<file path="src/hdl/preset_param_pkg.sv">
// Package: constants for preset handling and acyclic parameter access.
// Assumes a single 100 MHz clock domain and an AXI4-Lite register slave.
`default_nettype none
package preset_param_pkg;
	// Register byte offsets
	localparam logic [7:0] OFF_CTRL = 8'h00;
	localparam logic [7:0] OFF_STATUS = 8'h04;
	localparam logic [7:0] OFF_STD_OUT = 8'h08;
	localparam logic [7:0] OFF_CTL_WORDS = 8'h0C;
	localparam logic [7:0] OFF_PRESET_PARAM = 8'h10;
	localparam logic [7:0] OFF_RAW_POS = 8'h14;
	localparam logic [7:0] OFF_POSITION = 8'h18;
	localparam logic [7:0] OFF_OFFSET = 8'h1C;
	localparam logic [7:0] OFF_RANGE = 8'h20;
	localparam logic [7:0] OFF_REQ_HDR = 8'h24;
	localparam logic [7:0] OFF_REQ_ADDR = 8'h28;
	localparam logic [7:0] OFF_REQ_VAL = 8'h2C;
	localparam logic [7:0] OFF_RSP_HDR = 8'h30;
	localparam logic [7:0] OFF_RSP_VAL = 8'h34;
	localparam logic [7:0] OFF_TELEGRAM = 8'h38;
	localparam logic [7:0] OFF_IM_WORD = 8'h3C;
	// Field positions
	localparam int STD_PRESET_BIT = 31;
	localparam int CTRL_PROFILE_BIT = 0;
	localparam int CTRL_REQ_GO_BIT = 1;
	localparam int SECOND_CONTROL_WORD_PLC_BIT = 10;
	localparam int STW1_REL_BIT = 11;
	localparam int STW1_PR_BIT = 12;
	localparam int ZSW1_PA_BIT = 12;
	// Reset values
	localparam logic [31:0] RST_RANGE = 32'h0001_0000;
	localparam logic [7:0] RST_TELEGRAM = 8'h64;
	// Request identifiers and parameter numbers
	localparam logic [7:0] REQ_READ = 8'h01;
	localparam logic [7:0] REQ_WRITE = 8'h02;
	localparam logic [7:0] RSP_ERROR_BIT = 8'h80;
	localparam logic [15:0] P_TELEGRAM = 16'd922;
	localparam logic [15:0] P_PROF_LO = 16'd922;
	localparam logic [15:0] P_PROF_HI = 16'd980;
	localparam logic [15:0] P_IF_LO = 16'd61000;
	localparam logic [15:0] P_IF_HI = 16'd61004;
	localparam logic [15:0] P_PRESET = 16'd65000;
	localparam logic [15:0] P_OPSTAT = 16'd65001;
	localparam logic [15:0] IM_RECORD_INDEX = 16'hAFF0;
	localparam logic [7:0] MAX_ACCESS_BYTES = 8'd240;
	// Arbitrary neutral identity value
	localparam logic [15:0] IM_MAKER_ID = 16'h5A5A;
	// Flash commit time
	localparam int NV_WRITE_CYCLES = 4;
	localparam int IM_WORDS = 16;
	typedef enum logic [3:0] {
		PR_IDLE = 4'b0001,
		PR_CALC = 4'b0010,
		PR_STORE = 4'b0100,
		PR_DONE = 4'b1000
	} preset_state_e;
endpackage : preset_param_pkg
`default_nettype wire

</file>
<file path="src/hdl/encoder_preset_param_access.sv">
// Preset engine and single-parameter request interpreter, AXI4-Lite slave.
// Assumes cyclic words are written by the bus-side agent once per I/O cycle.
//
// Overview of operation
// [RULE1] Preset request loads reported position
// [RULE2] Controller configures resolution before presetting
// [RULE3] Offset computed, kept in non-volatile store
// [RULE4] Range change clears stored offset
// [RULE5] Bit 31 requests, bits 30..0 value
// [RULE6] Controller holds request one full cycle
// [RULE7] Only rising request edge triggers preset
// [RULE8] Controller clears request after completion
// [RULE9] Profile preset needs PLC control flag
// [RULE10] Relative select shifts, absolute loads
// [RULE11] Profile edge starts; acknowledge held while requested
// [RULE12] Profile value from 65000, two's complement
// [RULE13] Acyclic and cyclic paths run independently
// [RULE14] Identification record read-only at AFF0
// [RULE15] Request: header, address, value; 1 read 2 write
// [RULE16] Read ignores index, attribute, count, format
// [RULE17] Reference and identifier mirrored into response
// [RULE18] One parameter, at most 240 bytes
// [RULE19] Recognise 922-980, 61000-61004, 65000-65001
// [RULE20] Telegram type read-only, valid configured formats
// [RULE21] Telegrams 101/102 add 16/32-bit speed; code only stores the telegram type and outputs no speed word
// [RULE22] Acknowledge clears with request
// [RULE23] Bad number or identifier gives error response
`default_nettype none
module encoder_preset_param_access (
	// Clock and reset
	input wire logic aclk,
	input wire logic aresetn,
	// AXI4-Lite write
	input wire logic [7:0] s_axi_awaddr,
	input wire logic s_axi_awvalid,
	output logic s_axi_awready,
	input wire logic [31:0] s_axi_wdata,
	input wire logic [3:0] s_axi_wstrb,
	input wire logic s_axi_wvalid,
	output logic s_axi_wready,
	output logic [1:0] s_axi_bresp,
	output logic s_axi_bvalid,
	input wire logic s_axi_bready,
	// AXI4-Lite read
	input wire logic [7:0] s_axi_araddr,
	input wire logic s_axi_arvalid,
	output logic s_axi_arready,
	output logic [31:0] s_axi_rdata,
	output logic [1:0] s_axi_rresp,
	output logic s_axi_rvalid,
	input wire logic s_axi_rready,
	// Process data out
	output logic [31:0] position,
	output logic preset_acknowledge_flag
);
	import preset_param_pkg::*;

	logic [31:0] ctrl_q, std_out_q, ctl_words_q, preset_param_q, raw_pos_q;
	logic [31:0] offset_q, range_q, req_hdr_q, req_addr_q, req_val_q;
	logic [31:0] rsp_hdr_q, rsp_val_q;
	logic [7:0] telegram_q;
	logic [3:0] im_idx_q;
	logic aw_got_q, w_got_q;
	logic [7:0] aw_addr_q;
	logic [31:0] w_data_q;
	logic [3:0] w_strb_q;
	logic std_req_q, pr_req_q, preset_start, preset_is_profile_q;
	preset_state_e state_q;
	logic [31:0] new_offset_q, nv_rd;
	logic nv_wr, nv_busy, range_clear_q;
	logic wr_fire;
	logic [15:0] pnum;
	logic [7:0] rid;
	logic [15:0] sensor_control_word, second_control_word;

	assign sensor_control_word = ctl_words_q[15:0];
	assign second_control_word = ctl_words_q[31:16];

	// Write channel: address and data in either order
	assign wr_fire = aw_got_q && w_got_q && !s_axi_bvalid;
	always_ff @(posedge aclk) begin
		if (!aresetn) begin
			aw_got_q <= 1'b0;
			w_got_q <= 1'b0;
			aw_addr_q <= 8'h00;
			w_data_q <= 32'h0000_0000;
			w_strb_q <= 4'h0;
			s_axi_awready <= 1'b0;
			s_axi_wready <= 1'b0;
			s_axi_bvalid <= 1'b0;
			s_axi_bresp <= 2'b00;
		end else begin
			s_axi_awready <= !aw_got_q && !s_axi_awready && s_axi_awvalid;
			s_axi_wready <= !w_got_q && !s_axi_wready && s_axi_wvalid;
			if (s_axi_awvalid && s_axi_awready) begin
				aw_got_q <= 1'b1;
				aw_addr_q <= s_axi_awaddr;
			end
			if (s_axi_wvalid && s_axi_wready) begin
				w_got_q <= 1'b1;
				w_data_q <= s_axi_wdata;
				w_strb_q <= s_axi_wstrb;
			end
			if (wr_fire) begin
				s_axi_bvalid <= 1'b1;
				s_axi_bresp <= (aw_addr_q > OFF_IM_WORD || aw_addr_q[1:0] != 2'b00)
					? 2'b10 : 2'b00;
			end else if (s_axi_bvalid && s_axi_bready) begin
				s_axi_bvalid <= 1'b0;
				aw_got_q <= 1'b0;
				w_got_q <= 1'b0;
			end
		end
	end

	function automatic logic [31:0] merge(input logic [31:0] old, input logic [31:0] nw,
		input logic [3:0] st);
		logic [31:0] r;
		r = old;
		for (int i = 0; i < 4; i++) begin
			if (st[i]) begin
				r[i*8 +: 8] = nw[i*8 +: 8];
			end
		end
		return r;
	endfunction : merge

	// Software-written words
	always_ff @(posedge aclk) begin
		if (!aresetn) begin
			ctrl_q <= 32'h0000_0000;
			std_out_q <= 32'h0000_0000;
			ctl_words_q <= 32'h0000_0000;
			preset_param_q <= 32'h0000_0000;
			raw_pos_q <= 32'h0000_0000;
			req_hdr_q <= 32'h0000_0000;
			req_addr_q <= 32'h0000_0000;
			req_val_q <= 32'h0000_0000;
			im_idx_q <= 4'h0;
		end else begin
			ctrl_q[CTRL_REQ_GO_BIT] <= 1'b0;
			if (wr_fire) begin
				case (aw_addr_q)
					OFF_CTRL: ctrl_q <= merge(ctrl_q, w_data_q, w_strb_q);
					OFF_STD_OUT: std_out_q <= merge(std_out_q, w_data_q, w_strb_q);
					OFF_CTL_WORDS: ctl_words_q <= merge(ctl_words_q, w_data_q, w_strb_q);
					OFF_RAW_POS: raw_pos_q <= merge(raw_pos_q, w_data_q, w_strb_q);
					OFF_REQ_HDR: req_hdr_q <= merge(req_hdr_q, w_data_q, w_strb_q);
					OFF_REQ_ADDR: req_addr_q <= merge(req_addr_q, w_data_q, w_strb_q);
					OFF_REQ_VAL: req_val_q <= merge(req_val_q, w_data_q, w_strb_q);
					OFF_IM_WORD: im_idx_q <= w_data_q[3:0];
					default: begin
					end
				endcase
			end
			// Parameter write of 65000 lands in the preset word
			if (ctrl_q[CTRL_REQ_GO_BIT] && rid == REQ_WRITE && pnum == P_PRESET) begin
				preset_param_q <= req_val_q; // RULE12
			end
		end
	end

	// Range register; change arms offset clear
	always_ff @(posedge aclk) begin
		if (!aresetn) begin
			range_q <= RST_RANGE;
			range_clear_q <= 1'b0;
		end else begin
			range_clear_q <= 1'b0;
			if (wr_fire && aw_addr_q == OFF_RANGE) begin
				range_q <= merge(range_q, w_data_q, w_strb_q);
				range_clear_q <= (merge(range_q, w_data_q, w_strb_q) != range_q); // RULE4
			end
		end
	end

	// Telegram type: fixed by configuration, not writable by request
	always_ff @(posedge aclk) begin
		if (!aresetn) begin
			telegram_q <= RST_TELEGRAM;
		end else if (wr_fire && aw_addr_q == OFF_TELEGRAM) begin
			if ((w_data_q[7:0] >= 8'd100 && w_data_q[7:0] <= 8'd102) ||
				(w_data_q[7:0] >= 8'd81 && w_data_q[7:0] <= 8'd83)) begin
				telegram_q <= w_data_q[7:0]; // RULE20
			end
		end
	end

	// Edge detection on both request sources
	always_ff @(posedge aclk) begin
		if (!aresetn) begin
			std_req_q <= 1'b0;
			pr_req_q <= 1'b0;
		end else begin
			std_req_q <= std_out_q[STD_PRESET_BIT];
			pr_req_q <= sensor_control_word[STW1_PR_BIT];
		end
	end
	// Edge only, so a held request never repeats
	assign preset_start = (state_q == PR_IDLE) && (ctrl_q[CTRL_PROFILE_BIT]
		? (sensor_control_word[STW1_PR_BIT] && !pr_req_q
			&& second_control_word[SECOND_CONTROL_WORD_PLC_BIT]) // RULE7 RULE9 RULE11
		: (std_out_q[STD_PRESET_BIT] && !std_req_q)); // RULE5 RULE7

	// Preset sequence; store step waits only for an earlier flash write to finish
	always_ff @(posedge aclk) begin
		if (!aresetn) begin
			state_q <= PR_IDLE;
			new_offset_q <= 32'h0000_0000;
			preset_is_profile_q <= 1'b0;
		end else begin
			case (state_q)
				PR_IDLE: begin
					if (preset_start) begin
						preset_is_profile_q <= ctrl_q[CTRL_PROFILE_BIT];
						state_q <= PR_CALC;
					end
				end
				PR_CALC: begin
					if (!preset_is_profile_q) begin
						new_offset_q <= {1'b0, std_out_q[30:0]} - raw_pos_q; // RULE1 RULE5
					end else if (sensor_control_word[STW1_REL_BIT]) begin
						new_offset_q <= offset_q + preset_param_q; // RULE10 RULE12
					end else begin
						new_offset_q <= preset_param_q - raw_pos_q; // RULE10
					end
					state_q <= PR_STORE;
				end
				PR_STORE: begin
					if (!nv_busy) begin
						state_q <= PR_DONE;
					end
				end
				PR_DONE: state_q <= PR_IDLE;
				default: state_q <= PR_IDLE;
			endcase
		end
	end

	assign nv_wr = (state_q == PR_STORE && !nv_busy) || range_clear_q; // RULE3

	nv_offset_store u_nv (
		.aclk(aclk),
		.aresetn(aresetn),
		.wr_en(nv_wr),
		.wr_data(range_clear_q ? 32'h0000_0000 : new_offset_q),
		.rd_data(nv_rd),
		.busy(nv_busy)
	);

	// Live offset; store keeps the committed copy
	always_ff @(posedge aclk) begin
		if (!aresetn) begin
			offset_q <= 32'h0000_0000;
		end else if (range_clear_q) begin
			offset_q <= 32'h0000_0000; // RULE4
		end else if (state_q == PR_DONE) begin
			offset_q <= new_offset_q; // RULE3
		end
	end

	// Reported position and acknowledge
	always_ff @(posedge aclk) begin
		if (!aresetn) begin
			position <= 32'h0000_0000;
			preset_acknowledge_flag <= 1'b0;
		end else begin
			position <= raw_pos_q + offset_q; // RULE1
			if (!sensor_control_word[STW1_PR_BIT]) begin
				preset_acknowledge_flag <= 1'b0; // RULE22
			end else if (state_q == PR_DONE && preset_is_profile_q) begin
				preset_acknowledge_flag <= 1'b1; // RULE11
			end
		end
	end

	// Request interpreter, separate from cyclic path
	assign rid = req_hdr_q[15:8];
	assign pnum = req_addr_q[31:16];
	always_ff @(posedge aclk) begin
		if (!aresetn) begin
			rsp_hdr_q <= 32'h0000_0000;
			rsp_val_q <= 32'h0000_0000;
		end else if (ctrl_q[CTRL_REQ_GO_BIT]) begin // RULE13
			// Header: ref, id, object 0, one parameter
			rsp_hdr_q <= {16'h0001, rid, req_hdr_q[7:0]}; // RULE17 RULE18
			rsp_val_q <= 32'h0000_0000;
			if ((rid != REQ_READ && rid != REQ_WRITE) || !((pnum >= P_PROF_LO && pnum <= P_PROF_HI)
				|| (pnum >= P_IF_LO && pnum <= P_IF_HI) || pnum == P_PRESET
				|| pnum == P_OPSTAT) || (rid == REQ_WRITE && pnum == P_TELEGRAM)) begin
				rsp_hdr_q <= {16'h0001, rid | RSP_ERROR_BIT, req_hdr_q[7:0]}; // RULE23 RULE19
			end else if (rid == REQ_READ) begin // RULE15 RULE16
				case (pnum)
					P_TELEGRAM: rsp_val_q <= {24'h000000, telegram_q}; // RULE20 RULE21
					P_PRESET: rsp_val_q <= preset_param_q;
					P_OPSTAT: rsp_val_q <= {24'h000000, MAX_ACCESS_BYTES};
					default: rsp_val_q <= 32'h0000_0000;
				endcase
			end
		end
	end

	// Identification record, read-only
	function automatic logic [31:0] im_word(input logic [3:0] i);
		case (i)
			4'h0: im_word = {16'h0020, 16'h0038};
			4'h1: im_word = {16'h0100, IM_MAKER_ID};
			4'h2: im_word = {16'h0002, IM_RECORD_INDEX}; // RULE14
			default: im_word = 32'h0000_0000;
		endcase
	endfunction : im_word

	// Read channel: one-cycle registered answer
	always_ff @(posedge aclk) begin
		if (!aresetn) begin
			s_axi_arready <= 1'b0;
			s_axi_rvalid <= 1'b0;
			s_axi_rdata <= 32'h0000_0000;
			s_axi_rresp <= 2'b00;
		end else begin
			s_axi_arready <= !s_axi_rvalid && !s_axi_arready && s_axi_arvalid;
			if (s_axi_arvalid && s_axi_arready) begin
				s_axi_rvalid <= 1'b1;
				s_axi_rresp <= 2'b00;
				case (s_axi_araddr)
					OFF_CTRL: s_axi_rdata <= ctrl_q;
					OFF_STATUS: s_axi_rdata <= {19'h0, preset_acknowledge_flag, 8'h0,
						state_q};
					OFF_STD_OUT: s_axi_rdata <= std_out_q;
					OFF_CTL_WORDS: s_axi_rdata <= ctl_words_q;
					OFF_PRESET_PARAM: s_axi_rdata <= preset_param_q;
					OFF_RAW_POS: s_axi_rdata <= raw_pos_q;
					OFF_POSITION: s_axi_rdata <= position;
					OFF_OFFSET: s_axi_rdata <= offset_q;
					OFF_RANGE: s_axi_rdata <= range_q;
					OFF_REQ_HDR: s_axi_rdata <= req_hdr_q;
					OFF_REQ_ADDR: s_axi_rdata <= req_addr_q;
					OFF_REQ_VAL: s_axi_rdata <= req_val_q;
					OFF_RSP_HDR: s_axi_rdata <= rsp_hdr_q;
					OFF_RSP_VAL: s_axi_rdata <= rsp_val_q;
					OFF_TELEGRAM: s_axi_rdata <= {24'h0, telegram_q};
					OFF_IM_WORD: s_axi_rdata <= im_word(im_idx_q);
					default: begin
						s_axi_rdata <= 32'h0000_0000;
						s_axi_rresp <= 2'b10;
					end
				endcase
			end else if (s_axi_rvalid && s_axi_rready) begin
				s_axi_rvalid <= 1'b0;
			end
		end
	end

	logic unused_nv;
	assign unused_nv = ^nv_rd;
endmodule : encoder_preset_param_access
`default_nettype wire

</file>
<file path="src/hdl/nv_offset_store.sv">
// Small non-volatile store model holding the single preset offset word.
// Assumes write strobes from the same clock; read data registered.
`default_nettype none
module nv_offset_store (
	// Clock and reset
	input wire logic aclk,
	input wire logic aresetn,
	// Write port
	input wire logic wr_en,
	input wire logic [31:0] wr_data,
	// Read port
	output logic [31:0] rd_data,
	output logic busy
);
	import preset_param_pkg::*;
	logic [31:0] cell_q;
	logic [2:0] cnt_q;

	// Contents survive reset, like flash
	always_ff @(posedge aclk) begin
		if (wr_en) begin
			cell_q <= wr_data;
		end
	end

	always_ff @(posedge aclk) begin
		if (!aresetn) begin
			rd_data <= 32'h0000_0000;
		end else begin
			rd_data <= cell_q;
		end
	end

	// Busy models the program time
	always_ff @(posedge aclk) begin
		if (!aresetn) begin
			cnt_q <= 3'h0;
		end else if (wr_en) begin
			cnt_q <= 3'(NV_WRITE_CYCLES);
		end else if (cnt_q != 3'h0) begin
			cnt_q <= cnt_q - 3'h1;
		end
	end
	assign busy = (cnt_q != 3'h0);
endmodule : nv_offset_store
`default_nettype wire

</file>
<file path="config.mk">
export PLATFORM = sky130hd
export DESIGN_NAME = encoder_preset_param_access
export DESIGN_NICKNAME = d
export VERILOG_FILES = /design/src/hdl/preset_param_pkg.sv /design/src/hdl/encoder_preset_param_access.sv /design/src/hdl/nv_offset_store.sv
export SDC_FILE = /design/constraint.sdc
export NUM_CORES = 2
export LEC_CHECK = 0
export BUFFER_PORTS_ARGS = -buffer_cell sky130_fd_sc_hd__buf_2
export CAP_MARGIN = 5
export CORE_MARGIN = 2
export CORE_UTILIZATION = 60
export DETAILED_ROUTE_END_ITERATION = 8
export PLACE_DENSITY = 0.74
export SYNTH_ARGS = -nofsm -noshare
export SYNTH_HDL_FRONTEND = slang
export SYNTH_HIERARCHICAL = 1
export SYNTH_SLANG_ARGS = --single-unit
</file>
<file path="constraint.sdc">
create_clock -name aclk -period 8.8 [get_ports aclk]
set_input_delay 1.32 -clock aclk [delete_from_list [all_inputs] [get_ports aclk]]
set_output_delay 1.32 -clock aclk [all_outputs]
set_load 0.02 [all_outputs]
</file>
==> results.sh <==
export IMPL_arrival_time_of_the_worst_setup_path_ns=5.39
export IMPL_ctsResizeCount=0
export IMPL_crit_top_cell="a21oi_1"
export IMPL_areaGrowthSynthToFinish_pct=10.23
export IMPL_fin_ws_ns=3.944
export IMPL_postRouteWirelength_mm=106.6
export IMPL_fmaxAchievable_mhz=205.9
export IMPL_drt_met1_wl_mm=42.30
export IMPL_post_cts_buffers=0
export IMPL_drive_above_1_share=0.08691
export IMPL_hold_violations=0
export IMPL_crit_path_max_incr_delay_ns=0.60
export IMPL_cts_buffers=57
export IMPL_fin_setup_tns_ns=0
export IMPL_post_dp_cell_area_um2=28790
export IMPL_pin_count_of_the_biggest_net_entering_global_routing=245
export IMPL_finalNonFillerCells=4220
export IMPL_postSynthAreaPerCell_um2=7.795
export IMPL_critical_path_rt_ns=9.33
export IMPL_wl_met2_mm=43.40
export IMPL_vias_in_the_first_global_route=25960
export IMPL_detailed_placer_s_ending_hpwl_mm=74.28
export IMPL_crit_path_end_kind="flip-flop"
export IMPL_track_usage=0.4288
export IMPL_max_cap_violations=0
export IMPL_floorplan_die_area_um2=48320
export IMPL_post_route_min_period_ns=4.856
export IMPL_initial_utilization=0.6041
export IMPL_timing_worst_setup_path_type="flip-flop to flip-flop"
export IMPL_timing_clock_skew_ns=0.05283
export IMPL_start_kind="flip-flop"
export IMPL_rsz0062_at_grt="no"
export IMPL_critical_path_slowest_cell="nor4_1"
export IMPL_period_share=0.5518
export IMPL_setup_viol=0
export IMPL_tightest_slew_ns=1.371
export IMPL_grt_first_pass_wirelength_mm=156.2
export IMPL_crit_path_cell_trace="nor4_1 -> nand3_1 -> nand3b_1 -> nor4_1 -> xnor2_1 -> o21ai_0 -> ha_1 -> a21o_1 -> a21o_1 -> a21oi_1 -> a21oi_1 -> a22oi_1 -> a21oi_1 -> a311oi_1 -> mux2_1 -> a211oi_1"
export IMPL_path_clk_slew_ns=0.06
export IMPL_layout_cell_area_non_filler_um2=30800
export IMPL_critical_path_buf_inv_count=0
export IMPL_clock_tree_root_cell="clkbuf_16"
export IMPL_wire_per_inst_um=25.25
export IMPL_drt_drc_violations_left=0
export IMPL_yosys_warnings=6
export IMPL_tritoncts_clock_tree="yes"
export IMPL_timing_critical_path_fanout_max=7
export IMPL_p_per_area_nw_per_um2=169.1
export IMPL_max_slew_margin_rel=0.06221
export IMPL_synth_cells=3585
export IMPL_global_route_overflow_total=0
export IMPL_nFillCells=4009
export IMPL_dp_worst_setup_slack_ns=4.097
export IMPL_top_signal_layer_used="met5"
export IMPL_h_tree_depth=2
export IMPL_via_count=28490
export IMPL_crit_family="compound AO/OA/AOI/OAI gates"
export IMPL_hold_path_class="flip-flop to flip-flop"
export IMPL_antenna_violations_before_repair=3
export IMPL_dp_cells=4115
export IMPL_design_core_area_um2=46260
export IMPL_dieWidth_um=219.8
export IMPL_floorplan_die_height_um=219.8
export IMPL_cell_rows=79
export IMPL_n_antenna_cell=0
export IMPL_drt_first_pass_iters=8
export IMPL_finalNetCount=3731
export IMPL_final_seq_area_um2=10850
export IMPL_final_max_slew_violation_count=0
export IMPL_syn_cell_area_um2=27950
export IMPL_post_layout_total_power_mw=5.208
export IMPL_cts_sinks=542
export IMPL_cts_hold_buffers_added=0
export IMPL_clk_path_buf_depth=3
export IMPL_multi_input_comb_area_um2=15920
export IMPL_drt_antenna_violating_nets=0
export IMPL_via_per_inst=6.751
export IMPL_status="complete, no violations"
export IMPL_clk_latency_ns=0.67
export IMPL_buffers_on_ports=130
export IMPL_design_portCount=133
export IMPL_wl_met3_mm=17.21
export IMPL_ir_drop_uv=230.2
export IMPL_globalplace_congestion=1.015
export IMPL_leakagePower_nw=11.92
export IMPL_drt_first_iter_violations=4201
## placed cells by master (no fill, tap or decap), types with 86 or more instances in the layout
master and instances:
nor2_1 267, dfxtp_1 540, nand3_1 230, nand2_1 626, mux2i_1 86, a21oi_1 451
a22oi_1 155, buf_2 130, ha_1 102, o21ai_0 90
## through the flow
stage,hold WS (ns),utilization
3_3_place_gp,0.4307,0.6223
2_1_floorplan,0.4198,-
6_report,0.4393,0.6659
4_1_cts,0.4318,0.6659
5_1_grt,0.4589,0.6659
3_5_place_dp,0.4378,0.6223
## per-layer routing
metal,vias to the layer above,GRT usage
li1,12750,-
met3,291,0.1532
met1,13470,0.5941
met5,-,0
met4,4,0.1557
met2,1976,0.6104
## where the power goes
group          leakage (nW)  total, mW  switching (mW)  internal [mW]
Combinational          6.58      0.154           0.113         0.0410
Clock                 0.974       2.56            1.07           1.49
Sequential             4.37       2.49          0.0275           2.47
## flip-flops by register name (all words and copies together), names as in the netlist, 32 cells and up
register        cells
ctl_words_q        32
ctrl_q             32
new_offset_q       32
offset_q           32
position           32
preset_param_q     32
range_q            32
raw_pos_q          32
req_addr_q         32
req_hdr_q          32
req_val_q          32
rsp_val_q          32
s_axi_rdata        32
std_out_q          32
w_data_q           32
## area by class of cell
class                      instances  area share
timing repair buffer             169     0.03103
clock buffer                      81     0.05475
tap                              607     0.02466
sequential                       542      0.3523
clock inverter                    24     0.01068
inverter                          77    0.009627
multi-input combinational       2720      0.5169
## path summary, 6_finish.rpt
| path | startpoint | to | slack, ns | cells after the start |
|---|---|---|---|---|
| worst min register to register | req_val_q[21] | preset_param_q[21] | 0.44 | 2 |
| worst min-delay path | req_val_q[21] | preset_param_q[21] | 0.44 | 2 |
| worst max register to register | raw_pos_q[2] | new_offset_q[25] | 3.94 | 16 |
| worst max-delay path | raw_pos_q[2] | new_offset_q[25] | 3.94 | 16 |
## worst register-to-register path, stage by stage, from the launching register on
cell and delay, ns:
dfxtp_1 0.39, nor4_1 0.60, nand3_1 0.25, nand3b_1 0.32, nor4_1 0.32, xnor2_1 0.16
o21ai_0 0.09, ha_1 0.38, a21o_1 0.22, a21o_1 0.17, a21oi_1 0.22, a21oi_1 0.13
a22oi_1 0.35, a21oi_1 0.19, a311oi_1 0.36, mux2_1 0.36, a211oi_1 0.24
Note: power is estimated with default switching activity, not from simulation.
